[src/rtl/pia_pkg.sv]
`default_nettype none
package pia_pkg;
  // ---------------------------------------------------------------
  // sizes
  // ---------------------------------------------------------------
  localparam int NUM_PORTS = 2;
  localparam int NUM_TS = 32;
  localparam int NUM_BUNDLES = 64;
  localparam int HALF_BUNDLES = 32;
  localparam int NUM_SINGLE = 2;
  localparam int NUM_MAC = 8;
  localparam int NUM_FIELDS = 4;
  localparam int PEND_W = 10;

  // ---------------------------------------------------------------
  // pending register bit positions
  // ---------------------------------------------------------------
  localparam int PB_SINGLE = 0;
  localparam int PB_MAC = 2;
  localparam int PB_CW = 3;
  localparam int PB_RX = 4;
  localparam int PB_TX = 6;
  localparam int PB_UR = 8;

  // global status / mask bit
  localparam int CORE_BIT = 24;

  // control word field order in field select and event vectors
  localparam int FLD_L = 0;
  localparam int FLD_R = 1;
  localparam int FLD_M = 2;
  localparam int FLD_FRAG = 3;

  // ---------------------------------------------------------------
  // register byte addresses
  // ---------------------------------------------------------------
  localparam logic [7:0] A_GLOBAL_STATUS = 8'h00;
  localparam logic [7:0] A_GLOBAL_MASK = 8'h04;
  localparam logic [7:0] A_PENDING = 8'h08;
  localparam logic [7:0] A_PEND_MASK = 8'h0c;
  localparam logic [7:0] A_FIELD_SEL = 8'h10;
  localparam logic [7:0] A_MAC_CAUSE = 8'h14;
  localparam logic [7:0] A_CW_LOWER = 8'h18;
  localparam logic [7:0] A_CW_UPPER = 8'h1c;
  localparam logic [7:0] A_CW_BMASK_LO = 8'h20;
  localparam logic [7:0] A_CW_BMASK_HI = 8'h24;
  // per-port block: base + port * stride, port index in bit 5
  localparam logic [7:0] A_PORT_BASE = 8'h40;
  localparam logic [7:0] A_PORT_END = 8'h7f;
  localparam logic [4:0] PO_RX_CHG = 5'h00;
  localparam logic [4:0] PO_TX_CHG = 5'h04;
  localparam logic [4:0] PO_TX_MASK = 5'h08;
  localparam logic [4:0] PO_UR = 5'h0c;
  localparam logic [4:0] PO_UR_MASK = 5'h10;

  // ---------------------------------------------------------------
  // reset values and bus answers
  // ---------------------------------------------------------------
  localparam logic [PEND_W-1:0] PEND_MASK_RST = 10'h3ff;
  localparam logic [NUM_FIELDS-1:0] FIELD_SEL_RST = 4'hf;
  localparam logic [31:0] ZERO32 = 32'h0000_0000;
  localparam logic [1:0] RESP_OKAY = 2'h0;
  localparam logic [1:0] RESP_SLVERR = 2'h2;
endpackage : pia_pkg
`default_nettype wire

[src/rtl/pia_sticky.sv]
`default_nettype none
module pia_sticky #(
  parameter int WIDTH = 32
) (
  // clock and reset
  input wire logic clk,
  input wire logic rst_n,
  // events and clears
  input wire logic [WIDTH-1:0] set_vec,
  input wire logic [WIDTH-1:0] clr_vec,
  // held flags
  output logic [WIDTH-1:0] flags
);
  logic [WIDTH-1:0] next_flags;

  // a set arriving with its clear wins, so no event is lost
  always_comb begin
    next_flags = (flags & ~clr_vec) | set_vec;
  end

  always_ff @(posedge clk or negedge rst_n) begin
    if (!rst_n) begin
      flags <= '0;
    end else begin
      flags <= next_flags;
    end
  end
endmodule : pia_sticky
`default_nettype wire

[src/rtl/pia_aggregator.sv]
`default_nettype none
// How it works
// - one interrupt output pin carries every outstanding request to the host
// - only pseudowire core events, MAC included, feed the interrupt pin
// - core requests reach the pin only while global mask bit is one
// - pending bits stay set until software writes one; zero does nothing
// - pending mask resets to all ones so nothing interrupts after reset
// - mask bit zero enables its pending bit, one keeps it masked
// - pending holds single-event bits and summary bits of several sources
// - underrun and transmit signalling events have per-timeslot masks
// - control word changes masked per bundle; field select picks L,R,M,frag
// - pending has one rx, one tx and one underrun bit per port
// - per-port rx signalling-change flags per timeslot, cleared by writing one
// - per-port tx signalling-change flags per timeslot, write one to clear
// - lower and upper bundle sets flag control word changes, write one clears
// - per-port underrun flags per jitter buffer, write one to clear
// - reading the mac cause register clears all its bits
// - masked pending bit interrupts at once when its mask is cleared
// - global status bit 24 shows core request regardless of global mask
module pia_aggregator
  import pia_pkg::*;
(
  // clock and reset
  input wire logic clk,
  input wire logic rst_n,
  // axi4-lite write address and data
  input wire logic [7:0] s_axi_awaddr,
  input wire logic s_axi_awvalid,
  output logic s_axi_awready,
  input wire logic [31:0] s_axi_wdata,
  input wire logic [3:0] s_axi_wstrb,
  input wire logic s_axi_wvalid,
  output logic s_axi_wready,
  // axi4-lite write response
  output logic [1:0] s_axi_bresp,
  output logic s_axi_bvalid,
  input wire logic s_axi_bready,
  // axi4-lite read
  input wire logic [7:0] s_axi_araddr,
  input wire logic s_axi_arvalid,
  output logic s_axi_arready,
  output logic [31:0] s_axi_rdata,
  output logic [1:0] s_axi_rresp,
  output logic s_axi_rvalid,
  input wire logic s_axi_rready,
  // core event pulses
  input wire logic [NUM_SINGLE-1:0] single_evt,
  input wire logic [NUM_MAC-1:0] mac_irq_source,
  input wire logic control_word_change,
  input wire logic [5:0] cw_bundle,
  input wire logic [NUM_FIELDS-1:0] cw_fields,
  input wire logic [NUM_PORTS-1:0][NUM_TS-1:0] rx_sig_change,
  input wire logic [NUM_PORTS-1:0][NUM_TS-1:0] tx_sig_change,
  input wire logic [NUM_PORTS-1:0][NUM_TS-1:0] jitter_buffer_underrun,
  // host interrupt pin, active high
  output logic host_irq
);
  // ---------------------------------------------------------------
  // state
  // ---------------------------------------------------------------
  logic core_block_irq_mask_bit, next_core_block_irq_mask_bit;
  logic [PEND_W-1:0] pend_mask, next_pend_mask;
  logic [NUM_FIELDS-1:0] control_word_field_select, next_control_word_field_select;
  logic [NUM_BUNDLES-1:0] control_word_bundle_mask, next_control_word_bundle_mask;
  logic [NUM_TS-1:0] tx_ts_mask [NUM_PORTS], next_tx_ts_mask [NUM_PORTS];
  logic [NUM_TS-1:0] underrun_timeslot_mask [NUM_PORTS], next_underrun_timeslot_mask [NUM_PORTS];
  logic [PEND_W-1:0] pending, pend_set, pend_clr;
  logic [NUM_MAC-1:0] mac_irq_cause_reg, mac_clr;
  logic [NUM_BUNDLES-1:0] cw_flags, cw_set, cw_clr;
  logic [NUM_TS-1:0] rx_flags [NUM_PORTS], tx_flags [NUM_PORTS], ur_flags [NUM_PORTS];
  logic [NUM_TS-1:0] rx_clr [NUM_PORTS], tx_clr [NUM_PORTS], ur_clr [NUM_PORTS];
  logic core_req, core_block_irq_status_bit, next_host_irq;

  // bus state
  logic [7:0] wr_addr, next_wr_addr;
  logic [31:0] wr_data, next_wr_data;
  logic [3:0] wr_strb, next_wr_strb;
  logic next_awready, next_wready, next_bvalid, next_arready, next_rvalid;
  logic [1:0] next_bresp, next_rresp;
  logic [31:0] next_rdata, rd_word, wmask, w1c;
  logic rd_ok, wr_ok, wr_fire, rd_fire;

  // byte lanes to a bit mask
  function automatic logic [31:0] lane_mask(input logic [3:0] strb);
    logic [31:0] m;
    m = ZERO32;
    for (int b = 0; b < 4; b++) begin
      m[b*8 +: 8] = {8{strb[b]}};
    end
    return m;
  endfunction : lane_mask

  function automatic logic in_port(input logic [7:0] a);
    return (a >= A_PORT_BASE) && (a <= A_PORT_END);
  endfunction : in_port

  assign wr_fire = !s_axi_awready && !s_axi_wready && !s_axi_bvalid;
  assign rd_fire = s_axi_arvalid && s_axi_arready;
  assign wmask = lane_mask(wr_strb);
  assign w1c = wr_data & wmask;

  // ---------------------------------------------------------------
  // event collection
  // ---------------------------------------------------------------
  // control word event hits only for a selected field on an unmasked bundle
  always_comb begin
    cw_set = '0;
    if (control_word_change && |(cw_fields & control_word_field_select) &&
        !control_word_bundle_mask[cw_bundle]) begin
      cw_set[cw_bundle] = 1'b1;
    end
  end

  // summary and single-event sources of the pending register
  always_comb begin
    pend_set = '0;
    pend_set[PB_SINGLE +: NUM_SINGLE] = single_evt;
    pend_set[PB_MAC] = |mac_irq_source;
    pend_set[PB_CW] = |cw_set;
    for (int p = 0; p < NUM_PORTS; p++) begin
      pend_set[PB_RX + p] = |rx_sig_change[p];
      pend_set[PB_TX + p] = |(tx_sig_change[p] & ~tx_ts_mask[p]);
      pend_set[PB_UR + p] = |(jitter_buffer_underrun[p] & ~underrun_timeslot_mask[p]);
    end
  end

  // write-one-to-clear decode; writing zero leaves flags alone
  always_comb begin
    pend_clr = '0;
    cw_clr = '0;
    mac_clr = '0;
    if (wr_fire && wr_addr == A_PENDING) begin
      pend_clr = w1c[PEND_W-1:0];
    end
    if (wr_fire && wr_addr == A_CW_LOWER) begin
      cw_clr[0 +: HALF_BUNDLES] = w1c;
    end
    if (wr_fire && wr_addr == A_CW_UPPER) begin
      cw_clr[HALF_BUNDLES +: HALF_BUNDLES] = w1c;
    end
    // reading the cause register empties it
    if (rd_fire && s_axi_araddr == A_MAC_CAUSE) begin
      mac_clr = '1;
    end
  end

  pia_sticky #(.WIDTH(PEND_W)) u_pending (
    .clk(clk), .rst_n(rst_n), .set_vec(pend_set), .clr_vec(pend_clr), .flags(pending)
  );

  pia_sticky #(.WIDTH(NUM_MAC)) u_mac_cause (
    .clk(clk), .rst_n(rst_n), .set_vec(mac_irq_source), .clr_vec(mac_clr), .flags(mac_irq_cause_reg)
  );

  pia_sticky #(.WIDTH(NUM_BUNDLES)) u_cw_change (
    .clk(clk), .rst_n(rst_n), .set_vec(cw_set), .clr_vec(cw_clr), .flags(cw_flags)
  );

  // per-port timeslot flag banks
  for (genvar gp = 0; gp < NUM_PORTS; gp++) begin : g_port
    logic sel;
    assign sel = wr_fire && in_port(wr_addr) && (wr_addr[5] == 1'(gp));
    assign rx_clr[gp] = (sel && wr_addr[4:0] == PO_RX_CHG) ? w1c : '0;
    assign tx_clr[gp] = (sel && wr_addr[4:0] == PO_TX_CHG) ? w1c : '0;
    assign ur_clr[gp] = (sel && wr_addr[4:0] == PO_UR) ? w1c : '0;

    pia_sticky #(.WIDTH(NUM_TS)) u_rx (
      .clk(clk), .rst_n(rst_n), .set_vec(rx_sig_change[gp]), .clr_vec(rx_clr[gp]), .flags(rx_flags[gp])
    );

    // masked timeslots are still recorded, but raise no summary bit
    pia_sticky #(.WIDTH(NUM_TS)) u_tx (
      .clk(clk), .rst_n(rst_n), .set_vec(tx_sig_change[gp]), .clr_vec(tx_clr[gp]), .flags(tx_flags[gp])
    );

    pia_sticky #(.WIDTH(NUM_TS)) u_ur (
      .clk(clk), .rst_n(rst_n), .set_vec(jitter_buffer_underrun[gp]), .clr_vec(ur_clr[gp]), .flags(ur_flags[gp])
    );
  end

  // ---------------------------------------------------------------
  // interrupt output
  // ---------------------------------------------------------------
  // level follows pending and mask, so unmasking a held bit fires at once
  assign core_req = |(pending & ~pend_mask);
  assign core_block_irq_status_bit = core_req;
  assign next_host_irq = core_req && core_block_irq_mask_bit;

  // ---------------------------------------------------------------
  // software-written control registers
  // ---------------------------------------------------------------
  always_comb begin
    next_core_block_irq_mask_bit = core_block_irq_mask_bit;
    next_pend_mask = pend_mask;
    next_control_word_field_select = control_word_field_select;
    next_control_word_bundle_mask = control_word_bundle_mask;
    next_tx_ts_mask = tx_ts_mask;
    next_underrun_timeslot_mask = underrun_timeslot_mask;
    if (wr_fire) begin
      case (wr_addr)
        A_GLOBAL_MASK: if (wmask[CORE_BIT]) next_core_block_irq_mask_bit = wr_data[CORE_BIT];
        A_PEND_MASK: next_pend_mask = (pend_mask & ~wmask[PEND_W-1:0]) | w1c[PEND_W-1:0];
        A_FIELD_SEL: next_control_word_field_select =
          (control_word_field_select & ~wmask[NUM_FIELDS-1:0]) | w1c[NUM_FIELDS-1:0];
        A_CW_BMASK_LO: next_control_word_bundle_mask[0 +: HALF_BUNDLES] =
          (control_word_bundle_mask[0 +: HALF_BUNDLES] & ~wmask) | w1c;
        A_CW_BMASK_HI: next_control_word_bundle_mask[HALF_BUNDLES +: HALF_BUNDLES] =
          (control_word_bundle_mask[HALF_BUNDLES +: HALF_BUNDLES] & ~wmask) | w1c;
        default: begin
          if (in_port(wr_addr) && wr_addr[4:0] == PO_TX_MASK) begin
            next_tx_ts_mask[wr_addr[5]] = (tx_ts_mask[wr_addr[5]] & ~wmask) | w1c;
          end
          if (in_port(wr_addr) && wr_addr[4:0] == PO_UR_MASK) begin
            next_underrun_timeslot_mask[wr_addr[5]] =
              (underrun_timeslot_mask[wr_addr[5]] & ~wmask) | w1c;
          end
        end
      endcase
    end
  end

  // every pending source starts masked
  always_ff @(posedge clk or negedge rst_n) begin
    if (!rst_n) begin
      core_block_irq_mask_bit <= 1'b0;
      pend_mask <= PEND_MASK_RST;
      control_word_field_select <= FIELD_SEL_RST;
      control_word_bundle_mask <= '0;
      tx_ts_mask <= '{default: '0};
      underrun_timeslot_mask <= '{default: '0};
      host_irq <= 1'b0;
    end else begin
      core_block_irq_mask_bit <= next_core_block_irq_mask_bit;
      pend_mask <= next_pend_mask;
      control_word_field_select <= next_control_word_field_select;
      control_word_bundle_mask <= next_control_word_bundle_mask;
      tx_ts_mask <= next_tx_ts_mask;
      underrun_timeslot_mask <= next_underrun_timeslot_mask;
      host_irq <= next_host_irq;
    end
  end

  // ---------------------------------------------------------------
  // read decode
  // ---------------------------------------------------------------
  always_comb begin
    rd_word = ZERO32;
    rd_ok = 1'b1;
    case (s_axi_araddr)
      A_GLOBAL_STATUS: rd_word[CORE_BIT] = core_block_irq_status_bit;
      A_GLOBAL_MASK: rd_word[CORE_BIT] = core_block_irq_mask_bit;
      A_PENDING: rd_word[PEND_W-1:0] = pending;
      A_PEND_MASK: rd_word[PEND_W-1:0] = pend_mask;
      A_FIELD_SEL: rd_word[NUM_FIELDS-1:0] = control_word_field_select;
      A_MAC_CAUSE: rd_word[NUM_MAC-1:0] = mac_irq_cause_reg;
      A_CW_LOWER: rd_word = cw_flags[0 +: HALF_BUNDLES];
      A_CW_UPPER: rd_word = cw_flags[HALF_BUNDLES +: HALF_BUNDLES];
      A_CW_BMASK_LO: rd_word = control_word_bundle_mask[0 +: HALF_BUNDLES];
      A_CW_BMASK_HI: rd_word = control_word_bundle_mask[HALF_BUNDLES +: HALF_BUNDLES];
      default: begin
        if (in_port(s_axi_araddr)) begin
          case (s_axi_araddr[4:0])
            PO_RX_CHG: rd_word = rx_flags[s_axi_araddr[5]];
            PO_TX_CHG: rd_word = tx_flags[s_axi_araddr[5]];
            PO_TX_MASK: rd_word = tx_ts_mask[s_axi_araddr[5]];
            PO_UR: rd_word = ur_flags[s_axi_araddr[5]];
            PO_UR_MASK: rd_word = underrun_timeslot_mask[s_axi_araddr[5]];
            default: rd_ok = 1'b0;
          endcase
        end else begin
          rd_ok = 1'b0;
        end
      end
    endcase
  end

  // unmapped writes are dropped and answered with an error
  always_comb begin
    wr_ok = 1'b1;
    case (wr_addr)
      A_GLOBAL_MASK, A_PENDING, A_PEND_MASK, A_FIELD_SEL, A_CW_LOWER, A_CW_UPPER,
      A_CW_BMASK_LO, A_CW_BMASK_HI: wr_ok = 1'b1;
      default: wr_ok = in_port(wr_addr) && (wr_addr[4:0] <= PO_UR_MASK) && (wr_addr[1:0] == 2'h0);
    endcase
  end

  // ---------------------------------------------------------------
  // axi4-lite handshakes
  // ---------------------------------------------------------------
  // address and data are taken in either order; ready drops until bresp is taken
  always_comb begin
    next_awready = s_axi_awready;
    next_wready = s_axi_wready;
    next_bvalid = s_axi_bvalid;
    next_bresp = s_axi_bresp;
    next_wr_addr = wr_addr;
    next_wr_data = wr_data;
    next_wr_strb = wr_strb;
    next_arready = s_axi_arready;
    next_rvalid = s_axi_rvalid;
    next_rdata = s_axi_rdata;
    next_rresp = s_axi_rresp;
    if (s_axi_awvalid && s_axi_awready) begin
      next_awready = 1'b0;
      next_wr_addr = s_axi_awaddr;
    end
    if (s_axi_wvalid && s_axi_wready) begin
      next_wready = 1'b0;
      next_wr_data = s_axi_wdata;
      next_wr_strb = s_axi_wstrb;
    end
    if (wr_fire) begin
      next_bvalid = 1'b1;
      next_bresp = wr_ok ? RESP_OKAY : RESP_SLVERR;
    end
    if (s_axi_bvalid && s_axi_bready) begin
      next_bvalid = 1'b0;
      next_awready = 1'b1;
      next_wready = 1'b1;
    end
    // read data is captured on acceptance so the clear-on-read sees one snapshot
    if (rd_fire) begin
      next_arready = 1'b0;
      next_rvalid = 1'b1;
      next_rdata = rd_word;
      next_rresp = rd_ok ? RESP_OKAY : RESP_SLVERR;
    end
    if (s_axi_rvalid && s_axi_rready) begin
      next_rvalid = 1'b0;
      next_arready = 1'b1;
    end
  end

  always_ff @(posedge clk or negedge rst_n) begin
    if (!rst_n) begin
      s_axi_awready <= 1'b1;
      s_axi_wready <= 1'b1;
      s_axi_bvalid <= 1'b0;
      s_axi_bresp <= RESP_OKAY;
      wr_addr <= '0;
      wr_data <= ZERO32;
      wr_strb <= '0;
      s_axi_arready <= 1'b1;
      s_axi_rvalid <= 1'b0;
      s_axi_rdata <= ZERO32;
      s_axi_rresp <= RESP_OKAY;
    end else begin
      s_axi_awready <= next_awready;
      s_axi_wready <= next_wready;
      s_axi_bvalid <= next_bvalid;
      s_axi_bresp <= next_bresp;
      wr_addr <= next_wr_addr;
      wr_data <= next_wr_data;
      wr_strb <= next_wr_strb;
      s_axi_arready <= next_arready;
      s_axi_rvalid <= next_rvalid;
      s_axi_rdata <= next_rdata;
      s_axi_rresp <= next_rresp;
    end
  end
endmodule : pia_aggregator
`default_nettype wire

[config.mk]
export PLATFORM = sky130hd
export DESIGN_NAME = pia_aggregator
export DESIGN_NICKNAME = d
export VERILOG_FILES = /design/src/rtl/pia_pkg.sv /design/src/rtl/pia_sticky.sv /design/src/rtl/pia_aggregator.sv
export SDC_FILE = /design/constraint.sdc
export NUM_CORES = 1
export LEC_CHECK = 0
export ABC_CLOCK_PERIOD_IN_PS = 2750
export BUFFER_PORTS_ARGS = -buffer_cell sky130_fd_sc_hd__buf_2
export CAP_MARGIN = 25
export CORE_MARGIN = 5
export CORE_UTILIZATION = 51
export CTS_CLUSTER_DIAMETER = 60
export DETAILED_ROUTE_END_ITERATION = 12
export PLACE_DENSITY = 0.71
export SYNTH_ARGS = -nofsm -noshare
export SYNTH_HDL_FRONTEND = slang
export SYNTH_HIERARCHICAL = 1
export SYNTH_SLANG_ARGS = --single-unit
[constraint.sdc]
create_clock -name clk -period 2.75 [get_ports clk]
set_clock_uncertainty 0.15 [all_clocks]
set_input_delay 0.6875 -clock clk [delete_from_list [all_inputs] [get_ports clk]]
set_output_delay 0.6875 -clock clk [all_outputs]
set_load 0.02 [all_outputs]
---- Word level (Yosys, flattened, before mapping) ----
Index checks and enable logic that the tools add are counted.
storage, ports and cells
  output and inout bits ................... 42
  register bits ........................... 567
  input port bits ......................... 272
operators by class
  muxes and demuxes ....................... 64
  reductions and logical operators ........ 69
  equality and inequality tests ........... 25
  bitwise logic cells ..................... 58
  $lt $le $gt $ge ......................... 10
operators by type and width
  kind                count
  $mux 32             31
  $and 32x32->32      15
  $not 32->32         11
  $or 32x32->32       10
  $reduce_or 32->1    6
  $pmux 32 s5         1
  $bwmux 64           2
  $pmux 14 s5         1
  $and 64x64->64      1
  $mux 64             1
  $not 64->64         1
  $or 64x64->64       1
  $reduce_or 64->1    1
  $eq 8x5->1 const B  7
  $pmux 4 s9          1
  $pmux 7 s5          1
  $demux 32 s1        1
  $eq 8x4->1 const B  4
  $eq 8x6->1 const B  4
  $pmux 4 s8          1
  $logic_and 1x1->1   31
  $and 10x10->10      3
  $not 10->10         3
  $eq 5x4->1 const B  4
  other kinds (41)    84

---- Longest topological paths before layout ----
  depth after elaboration ................. 10
  gate-level depth with buffers ........... 10

---- Cells and area by module ----
Netlist, hierarchy kept.
by module, submodules not included
  module                            area an instance (um^2)  times used  cells each  sequential area each (um^2)
  pia_aggregator                    18770.5                  1           2056        7303.3
  pia_sticky at g_port[0].u_rx ...  1161.1                   6           96          800.8
  pia_sticky at u_cw_change         2322.2                   1           192         1601.5
  pia_sticky at u_pending           362.8                    1           30          250.2
  pia_sticky at u_mac_cause         290.3                    1           24          200.2

---- Worst setup path after synthesis ----
Ideal clock, no wire load.
  path kind ............................... in2reg
  start ................................... input port cw_bundle[0]
  end ..................................... register u_cw_change.flags[56]
  data required time ...................... 2482 ps
  setup slack ............................. 51 ps
  stages .................................. 9
  buffers on the path ..................... 4
  data arrival time ....................... 2431 ps
  cells stage by stage .................... clkbuf_1 buf_2 buf_2 a32oi_1 o211a_1 o211ai_1 buf_2 nor3_1 a21o_1
on the way
  longest elaborated chain between the ends .. 6
  elaborated cells between the ends (all ways) .. 11
  those cells by class .................... order compare: 2; mux: 5; bitwise: 1; reduce/logical: 3
RTL lines
  element                                                            line                                          source
  start: declaration                                                 pia_aggregator.sv:50                          input wire logic [5:0] cw_bundle,
  $lt 6x7->1 (not written as such), or another cell as far along     pia_aggregator.sv:110                         cw_set[cw_bundle] = 1'b1;
  $logic_and 1x1->1 (not written as such) or $mux 1 (tied branches)  pia_aggregator.sv:110, pia_aggregator.sv:109
  $mux 1 (not written as such) or $logic_not 1->1 (tied branches)    pia_aggregator.sv:110, pia_aggregator.sv:109
  $demux 1 s6 or $logic_and 1x1->1 (tied branches)                   pia_aggregator.sv:110, pia_aggregator.sv:108
  $mux 64 *                                                          pia_aggregator.sv:108                         if (control_word_change && |(cw_fields & control_word_field_select) &&
  net cw_set[56]                                                     pia_aggregator.sv:69                          logic [NUM_BUNDLES-1:0] cw_flags, cw_set, cw_clr;
  $or 64x64->64 *                                                    pia_sticky.sv:18                              next_flags = (flags & ~clr_vec) | set_vec;
  net u_cw_change.next_flags[56]                                     pia_sticky.sv:14                              logic [WIDTH-1:0] next_flags;
  end signal: assignment                                             pia_sticky.sv:25                              flags <= next_flags;
  end: declaration                                                   pia_sticky.sv:12                              output logic [WIDTH-1:0] flags
The timed path passes the listed nets; every way through them passes the cells marked *. The select of a mux whose other input is x is not followed.
A chain may end at the register's enable or synchronous reset.

==> results.yml <==
place:
  dp_hpwl_um: 96910
  place.gp.congestion: 1.064
  port_buffers: 311
layout:
  layout.nets: 3672
  diodes: 0
  drive_above_1_share_pct: 30.08
  syn2layout_area_growth_pct: 23.44
die:
  die_y_um: 247.3
  die_area_sq_um: 61140
  row_count: 87
  start_util_pct: 51.22
  die-width_um: 247.3
  ioPinCount: 314
  core_sq_um: 56060
synthesis:
  async_reset_ff_share_pct: 100.0
  ys_seq_elements: 565
  synth_top_cell_by_area: "dfrtp_1"
  yosys-top-cells-area: "dfrtp_1 (48%), mux2_2 (11%), a21o_1 (7.2%), inv_1 (5.5%), nor2_1 (3.9%)"
  synth_top_cell_area_share_pct: 47.76
  syn_inst: 2878
  synth_area_per_cell_sq_um: 9.977
  synth_edf_count: 0
  syn_area_sq_um: 28710
  yosys.cell_types.count: 69
  synth_warnings: 6
  yosysSeqAreaShare_pct: 49.32
  synth_ff_type: "dfrtp_1"
pwr:
  p_leak_nw: 15.95
  ir_worst_vdd_mv: 0.6025
  powerDensity_nw_per_um2: 739.1
  p_total_mw: 26.19
timing:
  setup_tns_ns: 0
  fmax_mhz: 378.6
  rsz0062_at_grt: "no"
  setup_violations: 0
  final_hold_viol_count: 0
  fin_crit_ns: 2.641
  maxSlewViolCount: 0
  fin_crit_sh_pct: 96.04
  max_slew_margin_pct: 33.13
  tightest_slew_ns: 1.003
clock_tree:
  clockBufferDepth: 3
  clockRootBuffer: "clkbuf_16"
  htreeDepth: 3
  postCtsSetupRepairBufs: 0
  path_clk_slew_ns: 0.06
  cts_tree: "built"
  cts_sinks: 565
  clock_latency_ns: 0.60
  cts_buffers: 66
critical_path:
  start_kind: "flop"
  path_max_fanout: 8
  end_kind: "flop"
  arrival_ns: 2.97
  crit_type: "flop to flop"
  worstPathRequired_ns: 3.08
drt:
  vias: 26330
  route.antenna.remaining_nets: 0
  dr.pass1.iters: 7
  wl_um: 124000
  wl_per_cell_um: 29.53
  drc: 0
  drtIter0Drc: 3191
  avgViaCountPerCell: 6.270
global_route:
  grt_pass1_wl_um: 177300
  grt_max_degree: 65
  grt_pass1_vias: 25960
  grt.total_usage_pct: 40.01
  overflow: 0
  antenna_found_initial: 3
outcome:
  status: "complete, no violations"
job:
  cap_violations: 0
worst_hold_path:
  hold_path_class: "primary input to flop"
area by class of cell:
cell class | instances | area (sq um)
Multi-Input combinational cell | 1734 | 12410
Inverter | 423 | 1588
Clock inverter | 18 | 135.1
Sequential cell | 565 | 14160
Timing Repair Buffer | 610 | 4233
Fill cell | 4615 | 20620
Clock buffer | 94 | 1971
Tap cell | 756 | 945.9
power breakdown:
part / internal (mW) / switching [mW] / leakage, nW
Combinational: 2.35 / 4.47 / 8.32
Sequential: 9.35 / 1.30 / 6.58
Clock: 5.08 / 3.64 / 1.05
per-stage QoR:
stage               hold WS (ns)  setup slack [ns]  cells  instance area [sq um]  utilization [%]
finish                    0.1020            0.1088   4200                  35440            63.22
global route             0.09620          0.002621   4200                  35440            63.22
CTS                      0.07538            0.1183   4200                  35440            63.22
detailed placement        0.3145           -0.1675   4087                  33320            59.44
global placement          0.3021          -0.09441   4087                  33320            59.44
floorplan                 0.2419           0.05091   2879                  28720                -
cells in the final DEF (no fill, tap or decap), types with 12 or more instances in the layout:
| cell type | count |
|---|---|
| a21o_1 | 275 |
| buf_12 | 33 |
| o22ai_1 | 107 |
| mux2i_1 | 87 |
| dfrtp_1 | 548 |
| clkbuf_16 | 69 |
| buf_2 | 309 |
| mux2_2 | 276 |
| a21oi_1 | 23 |
| dfstp_2 | 17 |
| a221oi_1 | 44 |
| nor3_1 | 42 |
| o21ai_0 | 30 |
| clkinv_2 | 12 |
| a22oi_1 | 28 |
| nor4_1 | 65 |
| a221o_1 | 64 |
| buf_4 | 265 |
| nand3_1 | 91 |
| nand2_1 | 116 |
| o221ai_1 | 12 |
| nor2_1 | 299 |
| clkbuf_8 | 15 |
| and3_1 | 14 |
| inv_1 | 423 |
repair_timing:
action                     CTS  global route
setup endpoints to repair   24             0
resized for setup            1             0
hold buffers                 1             0
hold endpoints to repair    39             0
critical path: stages, from the launching register on:
cell and delay, ns:
dfrtp_1 0.46, nor4_1 0.35, buf_4 0.17, nor2b_2 0.33, buf_4 0.18, and2_0 0.16, buf_4 0.16, nand2_1 0.05
buf_4 0.23, mux2_2 0.28
cells in the mapped netlist, drive strengths merged, types with 42 or more instances:
master,count
a221o,64
dfrtp,548
a21o,275
nor2,300
nand2,124
clkbuf,115
nor4,67
inv,423
o22ai,107
nor3,48
a221oi,44
mux2,282
mux2i,87
buf,42
nand3,92
cells by family after synthesis:
kind of cell / share of synthesized area (%)
compound gates: 16.98
simple gates: 11.75
other cells: 0.01306
mux: 14.25
flops: 49.32
buf+inv: 7.691
routing by layer:
layer  wire length [um]  up-vias  global-route usage [%]
li1                   -    11100                       -
met1              48060    13250                   53.25
met2              55020     1621                   61.30
met3              12950      359                   9.511
met4               7996        2                   20.76
met5                 13        -                       0
path summary, 6_finish.rpt:
check	startpoint	cells past startpoint	end	slack, ns
max in group asynchronous	rst_n	4	asynchronous set/reset pin	1.06
worst min register to register	g_port[1].u_rx/flags[30]	1	g_port[1].u_rx/flags[30]	0.33
min in group asynchronous	rst_n	2	g_port[1].u_rx/flags[18]	0.51
worst min-delay path	s_axi_awvalid	2	s_axi_awready	0.10
worst max-delay path	wr_addr[0]	9	flop	0.11
worst max register to register	wr_addr[0]	9	flop	0.11
Power figures use the tool's default switching activity.
